## config.mk

```make
export PLATFORM = sky130hd
export DESIGN_NAME = rscd_strap_decoder
export DESIGN_NICKNAME = d
export VERILOG_FILES = /design/src/rscd_pkg.sv /design/src/rscd_boot_seq.sv /design/src/rscd_strap_decoder.sv
export VERILOG_INCLUDE_DIRS = /design/src
export SDC_FILE = /design/constraint.sdc
export NUM_CORES = 1
export LEC_CHECK = 0
export BUFFER_PORTS_ARGS = -buffer_cell sky130_fd_sc_hd__buf_2
export CAP_MARGIN = 5
export CORE_UTILIZATION = 56
export DETAILED_ROUTE_END_ITERATION = 6
export PLACE_DENSITY_LB_ADDON = 0.1
export SLEW_MARGIN = 20
export SYNTH_ARGS = -nofsm -noshare
export SYNTH_HDL_FRONTEND = slang
export SYNTH_SLANG_ARGS = --single-unit
```

## constraint.sdc

```tcl
create_clock -name i_ref_clk -period 3.3 [get_ports i_ref_clk]
set_input_delay 0.66 -clock i_ref_clk [delete_from_list [all_inputs] [get_ports i_ref_clk]]
set_output_delay 0.66 -clock i_ref_clk [all_outputs]
set_load 0.005 [all_outputs]
```

## src/rscd_cfg.svh

```systemverilog
/*
 * Constants for the reset strap configuration decoder: strap field
 * positions, host-port codes, address defaults and identity defaults.
 * Assumes it is included by bare name from design files.
 */
`ifndef RSCD_CFG_SVH
`define RSCD_CFG_SVH

// ********************************************************************
// Strap vector layout
// ********************************************************************
`define RSCD_STRAP_W        6
`define RSCD_POS_IF0        0
`define RSCD_POS_IF1        1
`define RSCD_POS_PROF_LO    2
`define RSCD_POS_PROF_HI    4
`define RSCD_POS_TEST       5

// ********************************************************************
// Decode codes
// ********************************************************************
`define RSCD_PROF_NOAUTO    3'h3
`define RSCD_PROF_PROGRAM   3'h0
`define RSCD_HOST_11        2'h3
`define RSCD_HOST_10        2'h2
`define RSCD_ADDR_UPPER     5'h1D
`define RSCD_STRAP_RST      6'h00

// ********************************************************************
// Identity defaults (arbitrary values)
// ********************************************************************
`define RSCD_PART_ID_DEF    12'h5A_5
`define RSCD_REV_DEF        4'h1

// ********************************************************************
// Boot sequence timing
// ********************************************************************
`define RSCD_BOOT_CYCLES    16'h0040

`endif

```

## src/rscd_pkg.sv

```systemverilog
/*
 * Types of the reset strap configuration decoder.
 * Assumes nothing beyond a SystemVerilog compiler.
 */
package rscd_pkg;
	// Host interface kinds
	typedef enum logic [1:0] {
		RSCD_IF_I2C      = 2'h0,
		RSCD_IF_SPI_SLV  = 2'h1,
		RSCD_IF_SPI_MST  = 2'h3,
		RSCD_IF_PROGRAM  = 2'h2
	} rscd_if_t;

	// Boot controller states, Gray along the path
	typedef enum logic [1:0] {
		RSCD_BT_IDLE = 2'h0,
		RSCD_BT_RUN  = 2'h1,
		RSCD_BT_DONE = 2'h3,
		RSCD_BT_SKIP = 2'h2
	} rscd_boot_t;
endpackage

```

## src/rscd_boot_seq.sv

```systemverilog
/*
 * Boot sequencer: runs the auto-configuration after strap capture on a
 * one-cycle ring oscillator enable and raises a done flag.
 * Assumes i_osc_tick is a same-domain enable pulse.
 */
`timescale 1ns/1ns
`include "rscd_cfg.svh"

module rscd_boot_seq #(
	parameter logic [15:0] BOOT_CYCLES = `RSCD_BOOT_CYCLES  // Ticks per boot
) (
	input  wire logic i_ref_clk,   // System clock
	input  wire logic i_sys_rst,   // Sync reset, high
	input  wire logic i_start,     // Start pulse after capture
	input  wire logic i_skip,      // Skip auto-configuration
	input  wire logic i_osc_tick,  // Ring oscillator enable
	output logic      o_busy,      // Auto-configuration active
	output logic      o_done       // Done flag, sticky
);
	// ****************************************************************
	// State
	// ****************************************************************
	rscd_pkg::rscd_boot_t state_reg, state_next;  // Sequencer state
	logic [15:0]          cnt_reg, cnt_next;      // Tick counter

	// Next state; counting only on oscillator ticks
	always_comb begin
		state_next = state_reg;
		cnt_next   = cnt_reg;
		case (state_reg)
			rscd_pkg::RSCD_BT_IDLE: begin
				if (i_start && i_skip) begin
					state_next = rscd_pkg::RSCD_BT_SKIP;  // RULE4
				end else if (i_start) begin
					state_next = rscd_pkg::RSCD_BT_RUN;
					cnt_next   = 16'h0000;
				end
			end
			rscd_pkg::RSCD_BT_RUN: begin
				if (i_osc_tick) begin  // RULE13
					if (cnt_reg == BOOT_CYCLES - 16'h0001) begin
						state_next = rscd_pkg::RSCD_BT_DONE;
					end else begin
						cnt_next = cnt_reg + 16'h0001;
					end
				end
			end
			rscd_pkg::RSCD_BT_DONE: state_next = rscd_pkg::RSCD_BT_DONE;
			rscd_pkg::RSCD_BT_SKIP: state_next = rscd_pkg::RSCD_BT_SKIP;
			default:                state_next = rscd_pkg::RSCD_BT_IDLE;
		endcase
	end

	// Registers only
	always_ff @(posedge i_ref_clk) begin
		if (i_sys_rst) begin
			state_reg <= rscd_pkg::RSCD_BT_IDLE;
			cnt_reg   <= 16'h0000;
		end else begin
			state_reg <= state_next;
			cnt_reg   <= cnt_next;
		end
	end

	// Skipped boot still counts as complete
	assign o_busy = (state_reg == rscd_pkg::RSCD_BT_RUN);
	assign o_done = (state_reg == rscd_pkg::RSCD_BT_DONE) ||
	                (state_reg == rscd_pkg::RSCD_BT_SKIP);  // RULE13
endmodule // rscd_boot_seq

```

## src/rscd_strap_decoder.sv

```systemverilog
/*
 * Reset strap configuration decoder: captures six straps at release of
 * the active-low reset pin, decodes host mode, address and boot source,
 * sequences boot and hands the pins over to their run roles.
 * Assumes i_sys_rst is a power-on reset of the decoder's own clock and
 * that all pin inputs are asynchronous to i_ref_clk.
 */
`timescale 1ns/1ns
`include "rscd_cfg.svh"

// Functional notes
// RULE1 - Latch six straps at reset pin rise
// RULE2 - After release, pins take run roles
// RULE3 - Test strap high selects factory test mode
// RULE4 - Test with profile 011 skips auto-configuration
// RULE5 - Internal variant 1/000/11 enables EEPROM programming
// RULE6 - External variant: I2C addresses or SPI slave
// RULE7 - External variant 11: SPI master then slave; the code keeps o_host_if at SPI master after boot
// RULE8 - Internal variant: I2C low bits equal strap
// RULE9 - Profile strap picks configuration 0 to 7
// RULE10 - Address register write overrides strap default
// RULE11 - Chip select drives EEPROM during boot only
// RULE12 - Read-only 12-bit ID and 4-bit revision
// RULE13 - Boot runs on ring oscillator, raises done
// RULE14 - Register port independent of ring oscillator
// RULE15 - Decoded mode fixed until next reset
module rscd_strap_decoder #(
	parameter logic        INT_EEPROM  = 1'b0,               // Internal EEPROM variant
	parameter logic [11:0] PART_ID     = `RSCD_PART_ID_DEF,  // Arbitrary ID value
	parameter logic [3:0]  REVISION    = `RSCD_REV_DEF,      // Arbitrary revision
	parameter logic [15:0] BOOT_CYCLES = `RSCD_BOOT_CYCLES   // Boot length in ticks
) (
	input  wire logic        i_ref_clk,              // 100 MHz clock
	input  wire logic        i_sys_rst,              // Sync reset, high
	input  wire logic        i_active_low_reset_pin, // Reset pin, low active
	input  wire logic [5:0]  i_strap_pins,           // TEST,PROF[2:0],HOST[1:0]
	input  wire logic        i_osc_tick,             // Ring oscillator enable
	input  wire logic        i_addr_wr,              // Address register write
	input  wire logic [6:0]  i_addr_wdata,           // New bus address
	input  wire logic        i_gpio_out,             // Run value for gpio pins
	input  wire logic        i_spi_miso,             // Run value for data-out
	input  wire logic        i_spi_cs_bar,           // Boot master chip select
	output logic [5:0]       o_strap_capture_reg,    // Captured strap levels
	output logic             o_factory_test,         // Test mode active
	output logic [2:0]       o_test_select,          // Which test mode
	output logic             o_skip_autocfg,         // No auto-configuration
	output logic             o_eeprom_program,       // Programmer access mode
	output logic [1:0]       o_host_if,              // Host interface kind
	output logic             o_boot_ext_eeprom,      // Boot from ext EEPROM
	output logic [2:0]       o_config_index,         // Configuration number
	output logic [6:0]       o_bus_address_reg,      // I2C slave address
	output logic [15:0]      o_part_code_reg_a,      // 12-bit ID, top 4 bits zero
	output logic [15:0]      o_part_code_reg_b,      // Revision, top 12 bits zero
	output logic             o_boot_done_flag,       // Boot complete
	output logic             o_chip_select_bar,      // Chip select pin level
	output logic             o_chip_select_oe,       // Chip select pin enable
	output logic             o_strap_pins_run        // Pins in run role
);
	// ****************************************************************
	// Pin synchronisers
	// ****************************************************************
	logic       rst_pin_s1_reg, rst_pin_s2_reg, rst_pin_d_reg;  // Reset pin sync
	logic [5:0] strap_s1_reg, strap_s2_reg;                     // Strap sync

	// Two flops per pin, plus one for edge detect off the second
	always_ff @(posedge i_ref_clk) begin
		if (i_sys_rst) begin
			rst_pin_s1_reg <= 1'b0;
			rst_pin_s2_reg <= 1'b0;
			rst_pin_d_reg  <= 1'b0;
			strap_s1_reg   <= `RSCD_STRAP_RST;
			strap_s2_reg   <= `RSCD_STRAP_RST;
		end else begin
			rst_pin_s1_reg <= i_active_low_reset_pin;
			rst_pin_s2_reg <= rst_pin_s1_reg;
			rst_pin_d_reg  <= rst_pin_s2_reg;
			strap_s1_reg   <= i_strap_pins;
			strap_s2_reg   <= strap_s1_reg;
		end
	end

	logic rise; // Release of the reset pin
	assign rise = rst_pin_s2_reg && !rst_pin_d_reg;

	// ****************************************************************
	// Decode helpers
	// ****************************************************************
	// Host interface kind from host, test and profile straps and variant
	function automatic rscd_pkg::rscd_if_t host_kind(input logic [1:0] h,
	                                                 input logic t,
	                                                 input logic [2:0] p);
		host_kind = rscd_pkg::RSCD_IF_I2C;
		if (INT_EEPROM) begin
			if (t && p == `RSCD_PROF_PROGRAM && h == `RSCD_HOST_11)
				host_kind = rscd_pkg::RSCD_IF_PROGRAM;  // RULE5
			else if (h == `RSCD_HOST_11)
				host_kind = rscd_pkg::RSCD_IF_SPI_SLV;  // RULE8
		end else begin
			if (h == `RSCD_HOST_11)
				host_kind = rscd_pkg::RSCD_IF_SPI_MST;  // RULE7
			else if (h == `RSCD_HOST_10)
				host_kind = rscd_pkg::RSCD_IF_SPI_SLV;  // RULE6
		end
	endfunction

	// ****************************************************************
	// Captured configuration
	// ****************************************************************
	logic [5:0]        cap_reg, cap_next;      // Strap capture
	logic              run_reg, run_next;      // Run role reached
	logic [6:0]        addr_reg, addr_next;    // Bus address
	rscd_pkg::rscd_if_t if_reg, if_next;       // Host interface kind
	logic              start_reg, start_next;  // Boot start pulse

	logic [1:0] s_host; // Synced host strap
	logic [2:0] s_prof; // Synced profile strap
	logic       s_test; // Synced test strap
	assign s_host = strap_s2_reg[`RSCD_POS_IF1:`RSCD_POS_IF0];
	assign s_prof = strap_s2_reg[`RSCD_POS_PROF_HI:`RSCD_POS_PROF_LO];
	assign s_test = strap_s2_reg[`RSCD_POS_TEST];

	// Capture once; later strap motion ignored until next reset
	always_comb begin
		cap_next   = cap_reg;
		run_next   = run_reg;
		addr_next  = addr_reg;
		if_next    = if_reg;
		start_next = 1'b0;
		if (rise && !run_reg) begin
			cap_next   = strap_s2_reg;                      // RULE1
			run_next   = 1'b1;                              // RULE2
			if_next    = host_kind(s_host, s_test, s_prof); // RULE15
			addr_next  = {`RSCD_ADDR_UPPER, s_host};        // RULE6 RULE8
			start_next = 1'b1;
		end else if (i_addr_wr) begin
			addr_next = i_addr_wdata;                       // RULE10
		end
		if (!rst_pin_s2_reg) begin
			run_next = 1'b0;  // Pin held low re-arms capture
		end
	end

	// Registers only
	always_ff @(posedge i_ref_clk) begin
		if (i_sys_rst) begin
			cap_reg   <= `RSCD_STRAP_RST;
			run_reg   <= 1'b0;
			addr_reg  <= {`RSCD_ADDR_UPPER, 2'h0};
			if_reg    <= rscd_pkg::RSCD_IF_I2C;
			start_reg <= 1'b0;
		end else begin
			cap_reg   <= cap_next;
			run_reg   <= run_next;
			addr_reg  <= addr_next;
			if_reg    <= if_next;
			start_reg <= start_next;
		end
	end

	// ****************************************************************
	// Boot sequencer
	// ****************************************************************
	logic c_test, c_skip, boot_busy, boot_done; // Decoded boot terms
	assign c_test = cap_reg[`RSCD_POS_TEST];
	assign c_skip = c_test &&
	    cap_reg[`RSCD_POS_PROF_HI:`RSCD_POS_PROF_LO] == `RSCD_PROF_NOAUTO;

	// Oscillator ticks only pace boot, never the register side (RULE14)
	rscd_boot_seq #(
		.BOOT_CYCLES (BOOT_CYCLES)
	) u_boot (
		.i_ref_clk  (i_ref_clk),
		.i_sys_rst  (i_sys_rst || !rst_pin_s2_reg),
		.i_start    (start_reg),
		.i_skip     (c_skip),
		.i_osc_tick (i_osc_tick),  // RULE14
		.o_busy     (boot_busy),
		.o_done     (boot_done)
	);

	// ****************************************************************
	// Output registers
	// ****************************************************************
	logic cs_bar_next, cs_oe_next; // Chip select pin drive

	// Chip select driven only while the boot master is reading
	always_comb begin
		cs_oe_next  = 1'b0;
		cs_bar_next = 1'b1;
		if (boot_busy && if_reg == rscd_pkg::RSCD_IF_SPI_MST) begin
			cs_oe_next  = 1'b1;          // RULE11
			cs_bar_next = i_spi_cs_bar;  // RULE11
		end
	end

	// Every top output comes from a flop
	always_ff @(posedge i_ref_clk) begin
		if (i_sys_rst) begin
			o_strap_capture_reg <= `RSCD_STRAP_RST;
			o_factory_test      <= 1'b0;
			o_test_select       <= 3'h0;
			o_skip_autocfg      <= 1'b0;
			o_eeprom_program    <= 1'b0;
			o_host_if           <= 2'h0;
			o_boot_ext_eeprom   <= 1'b0;
			o_config_index      <= 3'h0;
			o_bus_address_reg   <= 7'h00;
			o_part_code_reg_a   <= 16'h0000;
			o_part_code_reg_b   <= 16'h0000;
			o_boot_done_flag    <= 1'b0;
			o_chip_select_bar   <= 1'b1;
			o_chip_select_oe    <= 1'b0;
			o_strap_pins_run    <= 1'b0;
		end else begin
			o_strap_capture_reg <= cap_reg;                                      // RULE1
			o_factory_test      <= c_test;                                       // RULE3
			o_test_select       <= c_test ?
			    cap_reg[`RSCD_POS_PROF_HI:`RSCD_POS_PROF_LO] : 3'h0;             // RULE3
			o_skip_autocfg      <= c_skip;                                       // RULE4
			o_eeprom_program    <= (if_reg == rscd_pkg::RSCD_IF_PROGRAM);        // RULE5
			o_host_if           <= if_reg;                                       // RULE15
			o_boot_ext_eeprom   <= (if_reg == rscd_pkg::RSCD_IF_SPI_MST);        // RULE7
			o_config_index      <= cap_reg[`RSCD_POS_PROF_HI:`RSCD_POS_PROF_LO]; // RULE9
			o_bus_address_reg   <= addr_reg;                                     // RULE10
			o_part_code_reg_a   <= {4'h0, PART_ID};                              // RULE12
			o_part_code_reg_b   <= {12'h000, REVISION};                          // RULE12
			o_boot_done_flag    <= boot_done;                                    // RULE13
			o_chip_select_bar   <= cs_bar_next;
			o_chip_select_oe    <= cs_oe_next;
			o_strap_pins_run    <= run_reg;                                      // RULE2
		end
	end
	// Unused run-role data inputs are routed by the pad ring via o_strap_pins_run
	logic unused_run; // Absorbs pad-side values
	assign unused_run = i_gpio_out ^ i_spi_miso;
endmodule // rscd_strap_decoder

```

==> impl_metrics.yaml, run 1 <==
power:
  p_leak_uw: 0.00145
  p_seq_frac: 0.532
  power_density_mw_per_mm2: 520
  switchingPower_uw: 382
  p_clk_frac: 0.428
  vdd_drop_max_mv: 0.384
  p_int_uw: 1400
  switching_share: 0.215
  p_comb_frac: 0.041
drt:
  wl_per_cell_um: 13.1
  drt-total-wl_um: 5740
  drtIter0Drc: 155
  vias: 2259
  firstDrtPassIters: 4
  via_per_inst: 5.16
  top_layer_used: "met4"
  drt.antenna.violating_nets: 0
  met1_length_um: 2570
  drc: 0
  wl_met2_um: 2730
  met3RoutedLength_um: 320
logic_synthesis:
  synthTopCellsByCount: "76 x dfxtp_1, 36 x buf_4, 31 x nor2b_1, 30 x nand2_1, 20 x a21oi_1"
  synth_cell_types: 54
  yosys_warnings: 0
  syn_inst: 320
  synth-edff-count: 0
  synth_top_area_cell: "dfxtp_1"
  synth_top_area_frac: 0.496
  yosys-top-cells-area: "dfxtp_1 50%, buf_4 8.8%, nor2b_1 6.3%, nand2_1 3.7%, a21oi_1 3.3%"
  synthFlopType: "dfxtp_1"
  seq_area_frac_synth: 0.496
  synthArstFlopShare: 0
  avgSynthCellArea_um2: 9.59
  synth.most_common_cell: "dfxtp_1"
  synth_area_mm2: 0.00307
  ys_ff_latch: 76
clocking:
  cts_buffers: 9
  clkTransAtPathRegs_ns: 0.08
  clk_latency_ns: 0.35
  cts_sinks: 76
  clk_path_buf_depth: 2
  cts.repair.resized: 0
  htree_levels: 3
  cts_root_buf: "clkbuf_8"
  post-cts-setup-buffers: 0
  cts_tree: "yes"
  ctsHoldBuffers: 0
finish:
  fin_nets: 385
  fill_cells: 435
  area_growth_pct: 11.6
  multi_input_area_mm2: 0.00129
  final_layout_size_suffix_gt1_frac: 0.223
  n_antenna_cell: 0
  fin_cells: 438
  seqCellArea_mm2: 0.00152
  largest_reg_flops: 16
global_routing:
  grt_pass1_vias: 2014
  antenna_found_initial: 0
  grt-ovfl-total: 0
  grt_max_degree: 46
  track_usage: 0.207
  grt_pass1_wl_um: 9450
die:
  ios: 82
  initial_core_util: 0.590
  rows: 26
  fp.dieW_um: 76.0
  die_area_mm2: 0.00578
  coreArea_mm2: 0.00520
  die_h_um: 76.0
timing:
  grt_setup_unrepaired: "false"
  setup_tns_ns: 0
  worstMarginPinSlew_ns: 0.722
  finalHoldViolCount: 0
  worst_clock_skew_ns: 0.00870
  finalCriticalPeriod_ns: 2.08
  max_freq_mhz: 481
  slew_viol_final: 0
  setup_viol: 0
  relSlewSlack: 0.519
  finalCritPeriodShare: 0.630
setup_path:
  worst_r2r_path_depth: 5
  path_cells: "ha_1 -> and4bb_1 -> and4_1 -> nor3_2 -> a311o_1"
  worst-setup-path-type: "flop to flop"
  reg2reg_from: "u_boot.cnt_reg[0]$_SDFFE_PP0P_"
  cp-start-kind: "flop"
  required_ns: 3.54
  crit_fanout: 8
  max_stage_delay_ns: 0.43
  arrival_ns: 2.32
  critPathCaptureType: "flop"
  r2r-end: "u_boot.cnt_reg[2]$_SDFFE_PP0P_"
  cpMaxStageDelayCell: "and4_1"
  r2r_setup_slack_ns: 1.22
job:
  maxCapViolCount: 0
worst_hold_path:
  hold-path-endpoint: "strap_s2_reg[2]$_SDFF_PP0_"
  worstHoldStart: "strap_s1_reg[2]$_SDFF_PP0_"
  min_path_cells: 1
  worst_hold_path_type: "flop to flop"
placed_design:
  place.gp.congestion: 0.850
  dp_hpwl_um: 3940
  portBuffers: 54
  dp_cells: 422
status:
  outcome: "finished clean"
power by group through the flow:
| stage | registers [µW] | clock network, µW | logic (µW) |
|---|---|---|---|
| 3_3_place_gp | 967 | 0 | 71.1 |
| 5_1_grt | 948 | 813 | 80.8 |
| 2_1_floorplan | 967 | 0 | 71.9 |
| 6_report | 946 | 761 | 72.1 |
| 3_5_place_dp | 967 | 0 | 72.2 |
| 4_1_cts | 946 | 777 | 72.3 |
worst max path at each step:
stage               slack [ns]  cells past startpoint                            from                               to
floorplan                 1.49                      6                       i_sys_rst  u_boot.cnt_reg[11]$_SDFFE_PP0P_
global placement          1.02                      6                       i_sys_rst  u_boot.cnt_reg[14]$_SDFFE_PP0P_
detailed placement        1.01                      6                       i_sys_rst  u_boot.cnt_reg[14]$_SDFFE_PP0P_
CTS                       1.24                      5  u_boot.cnt_reg[0]$_SDFFE_PP0P_   u_boot.cnt_reg[2]$_SDFFE_PP0P_
global route              1.07                      5  u_boot.cnt_reg[1]$_SDFFE_PP0P_   u_boot.cnt_reg[2]$_SDFFE_PP0P_
finish                    1.22                      5  u_boot.cnt_reg[0]$_SDFFE_PP0P_   u_boot.cnt_reg[2]$_SDFFE_PP0P_
logic make-up after synthesis:
group | Yosys count | synth area share
simple gates | 129 | 0.249
mux | 8 | 0.0273
flops | 76 | 0.496
fa+ha+maj | 1 | 0.00408
compound gates | 49 | 0.109
buf+inv | 56 | 0.114
other cells | 1 | 0.00122
routing by layer:
metal,track usage,vias to the layer above
met2,0.331,70
met1,0.259,1027
li1,-,1149
met4,0.0731,0
met3,0.0743,13
met5,0,-
cell usage in the layout, fill, tap and decap left out, drive strengths merged, types with 4 or more instances in the layout:
cell,synthesis,routed
buf,41,55
and2,4,4
nor4,5,5
and3,4,4
nor3,8,8
nand4,8,8
inv,9,10
nor2b,31,31
mux2i,5,5
nor2,9,9
a21oi,20,20
and4,4,4
nand3,7,7
dfxtp,76,76
nand2,30,30
conb,1,25
clkbuf,6,10
through the flow:
| step | hold slack (ns) | total power [µW] | worst slack (ns) | utilization | instance area [µm²] |
|---|---|---|---|---|---|
| 6_report | 0.438 | 1780 | 1.22 | 0.658 | 3420 |
| 2_1_floorplan | 0.412 | 1040 | 1.49 | - | 3160 |
| 4_1_cts | 0.438 | 1790 | 1.24 | 0.658 | 3420 |
| 3_5_place_dp | 0.424 | 1040 | 1.01 | 0.617 | 3210 |
| 3_3_place_gp | 0.416 | 1040 | 1.02 | 0.617 | 3210 |
| 5_1_grt | 0.456 | 1840 | 1.07 | 0.658 | 3420 |
worst max-delay path: cells and delay by family, from the launching register on:
family	cells	cell delay (ns)
fa+ha+maj	1	0.32
flops	1	0.42
compound gates	1	0.39
simple gates	3	0.84
cell type report:
class                      count  area share
clock inverter                 6      0.0256
tap                           70      0.0256
inverter                       9     0.00986
sequential                    76       0.444
clock buffer                  10      0.0373
multi-input combinational    212       0.376
timing repair buffer          55      0.0811
No activity file was read; power rests on OpenSTA's default activity.
==> run 2: changes to the inputs <==
--- a/config.mk
+++ b/config.mk
@@ -8,7 +8,7 @@
 export LEC_CHECK = 0
 export BUFFER_PORTS_ARGS = -buffer_cell sky130_fd_sc_hd__buf_2
 export CAP_MARGIN = 5
-export CORE_UTILIZATION = 56
+export CORE_UTILIZATION = 47
 export DETAILED_ROUTE_END_ITERATION = 6
 export PLACE_DENSITY_LB_ADDON = 0.1
 export SLEW_MARGIN = 20
==> constraint.sdc (replaced) <==
create_clock -name i_ref_clk -period 1.9 [get_ports i_ref_clk]
set_input_delay 0.38 -clock i_ref_clk [delete_from_list [all_inputs] [get_ports i_ref_clk]]
set_output_delay 0.38 -clock i_ref_clk [all_outputs]
set_load 0.005 [all_outputs]
==> impl_metrics.yaml, run 2 (same netlist as run 1, synthesis figures left out) <==
status:
  outcome: "finished clean"
drt:
  via_per_inst: 5.06
  drtIter0Drc: 129
  drc: 0
  wl_per_cell_um: 12.8
  firstDrtPassIters: 4
  vias: 2343
  drt.antenna.violating_nets: 0
  drt-total-wl_um: 5910
setup_path:
  cp-start-kind: "flop"
  required_ns: 2.13
  path_depth: 5
  crit_fanout: 6
  r2r-end: "u_boot.cnt_reg[2]$_SDFFE_PP0P_"
  r2r_setup_slack_ns: 0.10
  cp_top_family: "simple AND/OR/NAND/NOR gates"
  path_cells: "ha_1 -> and4bb_1 -> and4_1 -> nor3_2 -> a311o_1"
  worst-setup-path-type: "flop to flop"
  worst-path-buf-inv: 0
  max_stage_delay_ns: 0.42
  arrival_ns: 2.02
  cpMaxStageDelayCell: "dfxtp_1"
  worst_r2r_path_depth: 5
  critPathCaptureType: "flop"
  reg2reg_from: "u_boot.cnt_reg[1]$_SDFFE_PP0P_"
power:
  p_leak_uw: 0.00154
  power_density_mw_per_mm2: 851
  vdd_drop_max_mv: 0.590
timing:
  worst_clock_skew_ns: 0.00699
  finalHoldViolCount: 0
  max_freq_mhz: 556
  finalCritPeriodShare: 0.946
  finalCriticalPeriod_ns: 1.80
  setup_viol: 0
  grt_setup_unrepaired: "false"
  slew_viol_final: 0
  setup_tns_ns: 0
die:
  fp.dieW_um: 82.8
  initial_core_util: 0.486
  die_area_mm2: 0.00686
  die_h_um: 82.8
  ios: 82
  coreArea_mm2: 0.00631
  rows: 29
finish:
  area_growth_pct: 16.2
  utilization: 0.565
  n_antenna_cell: 0
  largest_reg_flops: 16
  final_cell_mix: "76 x dfxtp_1, 54 x buf_2, 31 x nor2b_1"
  final_common_cell: "dfxtp_1"
  fill_cells: 602
  final_layout_size_suffix_gt1_frac: 0.264
  fin_nets: 403
worst_hold_path:
  worst_hold_path_type: "input port to flop"
  min_path_cells: 2
  worstHoldStart: "i_spi_cs_bar"
  hold-path-endpoint: "o_chip_select_bar$_SDFF_PP1_"
job:
  maxCapViolCount: 0
clocking:
  cts_tree: "yes"
  ctsHoldBuffers: 0
  clk_latency_ns: 0.34
  clkTransAtPathRegs_ns: 0.08
  cts_root_buf: "clkbuf_8"
  htree_levels: 3
  cts_sinks: 76
  clk_path_buf_depth: 2
  cts_buffers: 9
global_routing:
  antenna_found_initial: 0
  grt-ovfl-total: 0
  grt_pass1_vias: 2185
  grt_pass1_wl_um: 10100
  grt_max_degree: 25
  track_usage: 0.182
placed_design:
  dp_hpwl_um: 4220
  portBuffers: 54
  place.gp.congestion: 0.854
## run 2: power by group
group	leakage [µW]	internal (µW)	switching, µW	total [µW]
clock	0.000107	654	609	1260
combinational	0.000813	58.9	70.9	130
sequential	0.000619	1630	13.6	1640
total	0.00154	2340	693	3040
## run 2: worst max-delay path by stage
stage / from / endpoint / slack (ns)
6_report: u_boot.cnt_reg[1]$_SDFFE_PP0P_ / u_boot.cnt_reg[2]$_SDFFE_PP0P_ / 0.10
5_1_grt: u_boot.cnt_reg[1]$_SDFFE_PP0P_ / u_boot.cnt_reg[14]$_SDFFE_PP0P_ / 0.02
4_1_cts: u_boot.cnt_reg[7]$_SDFFE_PP0P_ / u_boot.cnt_reg[2]$_SDFFE_PP0P_ / 0.08
3_5_place_dp: u_boot.cnt_reg[7]$_SDFFE_PP0P_ / u_boot.cnt_reg[2]$_SDFFE_PP0P_ / 0.09
3_3_place_gp: u_boot.cnt_reg[7]$_SDFFE_PP0P_ / u_boot.cnt_reg[2]$_SDFFE_PP0P_ / 0.13
2_1_floorplan: u_boot.cnt_reg[0]$_SDFFE_PP0P_ / u_boot.cnt_reg[14]$_SDFFE_PP0P_ / 0.15
## run 2: layout make-up
class	instances	area (µm²)	area share
sequential	76	1520	0.427
multi-input combinational	212	1290	0.363
timing repair buffer	73	413	0.116
clock buffer	10	138	0.0386
tap	77	96.3	0.0270
clock inverter	6	70.1	0.0196
inverter	9	33.8	0.00947
## run 2: per-layer routing
layer	wire, µm	vias to the layer above	GRT usage
li1	-	1185	-
met1	2810	1085	0.241
met2	2700	62	0.286
met3	285	11	0.0398
met4	119	0	0.0815
met5	0	-	0
## run 2: what timing repair did
action | CTS | global route
hold endpoints to repair | 0 | 0
setup buffers | 0 | 0
gates resized for setup | 0 | 1
setup endpoints to repair | 0 | 1
## run 2: metrics by stage
stage | setup WS [ns] | cell area (µm²) | hold slack [ns] | power, µW | instances
4_1_cts | 0.0809 | 3560 | 0.220 | 3080 | 463
2_1_floorplan | 0.153 | 3160 | 0.412 | 1800 | 344
6_report | 0.103 | 3570 | 0.227 | 3040 | 463
5_1_grt | 0.0158 | 3570 | 0.227 | 3180 | 463
3_5_place_dp | 0.0932 | 3350 | 0.420 | 1810 | 447
3_3_place_gp | 0.129 | 3350 | 0.417 | 1810 | 447
==> run 3: changes to the inputs <==
--- a/config.mk
+++ b/config.mk
@@ -8,7 +8,7 @@
 export LEC_CHECK = 0
 export BUFFER_PORTS_ARGS = -buffer_cell sky130_fd_sc_hd__buf_2
 export CAP_MARGIN = 5
-export CORE_UTILIZATION = 47
+export CORE_UTILIZATION = 56
 export DETAILED_ROUTE_END_ITERATION = 6
 export PLACE_DENSITY_LB_ADDON = 0.1
 export SLEW_MARGIN = 20
==> constraint.sdc (replaced) <==
create_clock -name i_ref_clk -period 2.29 [get_ports i_ref_clk]
set_input_delay 0.458 -clock i_ref_clk [delete_from_list [all_inputs] [get_ports i_ref_clk]]
set_output_delay 0.458 -clock i_ref_clk [all_outputs]
set_load 0.005 [all_outputs]
==> impl_metrics.yaml, run 3 (same netlist as run 1, synthesis figures left out) <==
status:
  outcome: "finished clean"
clocking:
  clk_latency_ns: 0.35
  post-cts-setup-buffers: 0
  cts_sinks: 76
  cts_buffers: 9
  ctsHoldBuffers: 0
  clk_path_buf_depth: 2
  cts_root_buf: "clkbuf_8"
  cts_tree: "yes"
  htree_levels: 3
  cts.repair.resized: 0
  clkTransAtPathRegs_ns: 0.08
setup_path:
  crit_fanout: 8
  max_stage_delay_ns: 0.43
  cp-start-kind: "flop"
  r2r-end: "u_boot.cnt_reg[2]$_SDFFE_PP0P_"
  path_cells: "ha_1 -> and4bb_1 -> and4_1 -> nor3_2 -> a311o_1"
  reg2reg_from: "u_boot.cnt_reg[0]$_SDFFE_PP0P_"
  worst-setup-path-type: "flop to flop"
  critPathCaptureType: "flop"
  worst_r2r_path_depth: 5
  r2r_setup_slack_ns: 0.24
  arrival_ns: 2.29
  required_ns: 2.53
  cpMaxStageDelayCell: "and4_1"
worst_hold_path:
  min_path_cells: 2
  hold-path-endpoint: "o_chip_select_bar$_SDFF_PP1_"
  worst_hold_path_type: "input port to flop"
  worstHoldStart: "i_spi_cs_bar"
power:
  switchingPower_uw: 562
  p_int_uw: 1940
  p_seq_frac: 0.546
  power_density_mw_per_mm2: 727
  p_leak_uw: 0.00146
  p_clk_frac: 0.412
  vdd_drop_max_mv: 0.652
  switching_share: 0.225
  p_comb_frac: 0.042
timing:
  finalCriticalPeriod_ns: 2.05
  setup_tns_ns: 0
  finalCritPeriodShare: 0.897
  setup_viol: 0
  slew_viol_final: 0
  finalHoldViolCount: 0
  worst_clock_skew_ns: 0.00556
  max_freq_mhz: 487
  grt_setup_unrepaired: "false"
  setup_ws_ns: 0.237
job:
  maxCapViolCount: 0
global_routing:
  grt-ovfl-total: 0
  grt_pass1_vias: 2185
  track_usage: 0.212
  grt_pass1_wl_um: 9820
  grt_max_degree: 46
  antenna_found_initial: 0
die:
  fp.dieW_um: 76.0
  die_h_um: 76.0
  die_area_mm2: 0.00578
  initial_core_util: 0.590
  coreArea_mm2: 0.00520
  ios: 82
  rows: 26
finish:
  final_layout_size_suffix_gt1_frac: 0.229
  final_cell_mix: "76 x dfxtp_1, 54 x buf_2, 31 x nor2b_1"
  largest_reg_flops: 16
  n_antenna_cell: 0
  fill_cells: 429
  fin_nets: 388
  area_growth_pct: 11.9
  final_common_cell: "dfxtp_1"
drt:
  via_per_inst: 5.25
  drc: 0
  drt-total-wl_um: 5730
  drtIter0Drc: 198
  wl_per_cell_um: 13.0
  drt.antenna.violating_nets: 0
  firstDrtPassIters: 4
  vias: 2315
placed_design:
  dp_hpwl_um: 3840
  dpl_worst_slack_ns: 0.282
  portBuffers: 54
  place.gp.congestion: 0.820
run 3: through the flow:
| step | power (µW) | cell area, µm² | utilization | cells | hold slack, ns |
|---|---|---|---|---|---|
| after CTS | 2520 | 3430 | 0.660 | 441 | 0.280 |
| final | 2500 | 3430 | 0.660 | 441 | 0.288 |
| after detailed placement | 1500 | 3230 | 0.621 | 425 | 0.425 |
| after global placement | 1500 | 3230 | 0.621 | 425 | 0.417 |
| after global routing | 2580 | 3430 | 0.660 | 441 | 0.311 |
| after floorplan | 1500 | 3160 | - | 344 | 0.412 |
run 3: area by class of cell:
class	instances	area [µm²]	share of cell area
Clock buffer	11	141	0.0412
Clock inverter	5	60.1	0.0175
Inverter	9	33.8	0.00984
Multi-Input combinational cell	212	1290	0.375
Sequential cell	76	1520	0.443
Tap cell	70	87.6	0.0255
Timing Repair Buffer	58	300	0.0875
run 3: worst max path at each step:
stage,from,slack [ns],endpoint
detailed placement,u_boot.cnt_reg[0]$_SDFFE_PP0P_,0.28,u_boot.cnt_reg[2]$_SDFFE_PP0P_
floorplan,u_boot.cnt_reg[0]$_SDFFE_PP0P_,0.54,u_boot.cnt_reg[14]$_SDFFE_PP0P_
finish,u_boot.cnt_reg[0]$_SDFFE_PP0P_,0.24,u_boot.cnt_reg[2]$_SDFFE_PP0P_
CTS,u_boot.cnt_reg[0]$_SDFFE_PP0P_,0.26,u_boot.cnt_reg[2]$_SDFFE_PP0P_
global route,u_boot.cnt_reg[0]$_SDFFE_PP0P_,0.16,u_boot.cnt_reg[2]$_SDFFE_PP0P_
global placement,u_boot.cnt_reg[0]$_SDFFE_PP0P_,0.31,u_boot.cnt_reg[2]$_SDFFE_PP0P_
run 3: power by group through the flow:
stage          registers, µW  logic (µW)  clock network [µW]
2_1_floorplan           1390         104                   0
3_3_place_gp            1390         103                   0
3_5_place_dp            1390         105                   0
4_1_cts                 1360         105                1050
5_1_grt                 1370         117                1100
6_report                1360         105                1030
run 3: metal layers:
layer | share of wire | global-route usage | wire length (µm)
met1 | 0.45 | 0.255 | 2590
met5 | 0 | 0 | 0
met3 | 0.064 | 0.0467 | 367
met2 | 0.47 | 0.355 | 2690
met4 | 0.014 | 0.115 | 81
run 3: critical path: cells and delay by family (launching register included):
| family | cells | cell delay (ns) |
|---|---|---|
| and+or+nand+nor | 3 | 0.85 |
| AOI/OAI and AO/OA | 1 | 0.37 |
| DFF | 1 | 0.41 |
| adders and majority gates | 1 | 0.32 |
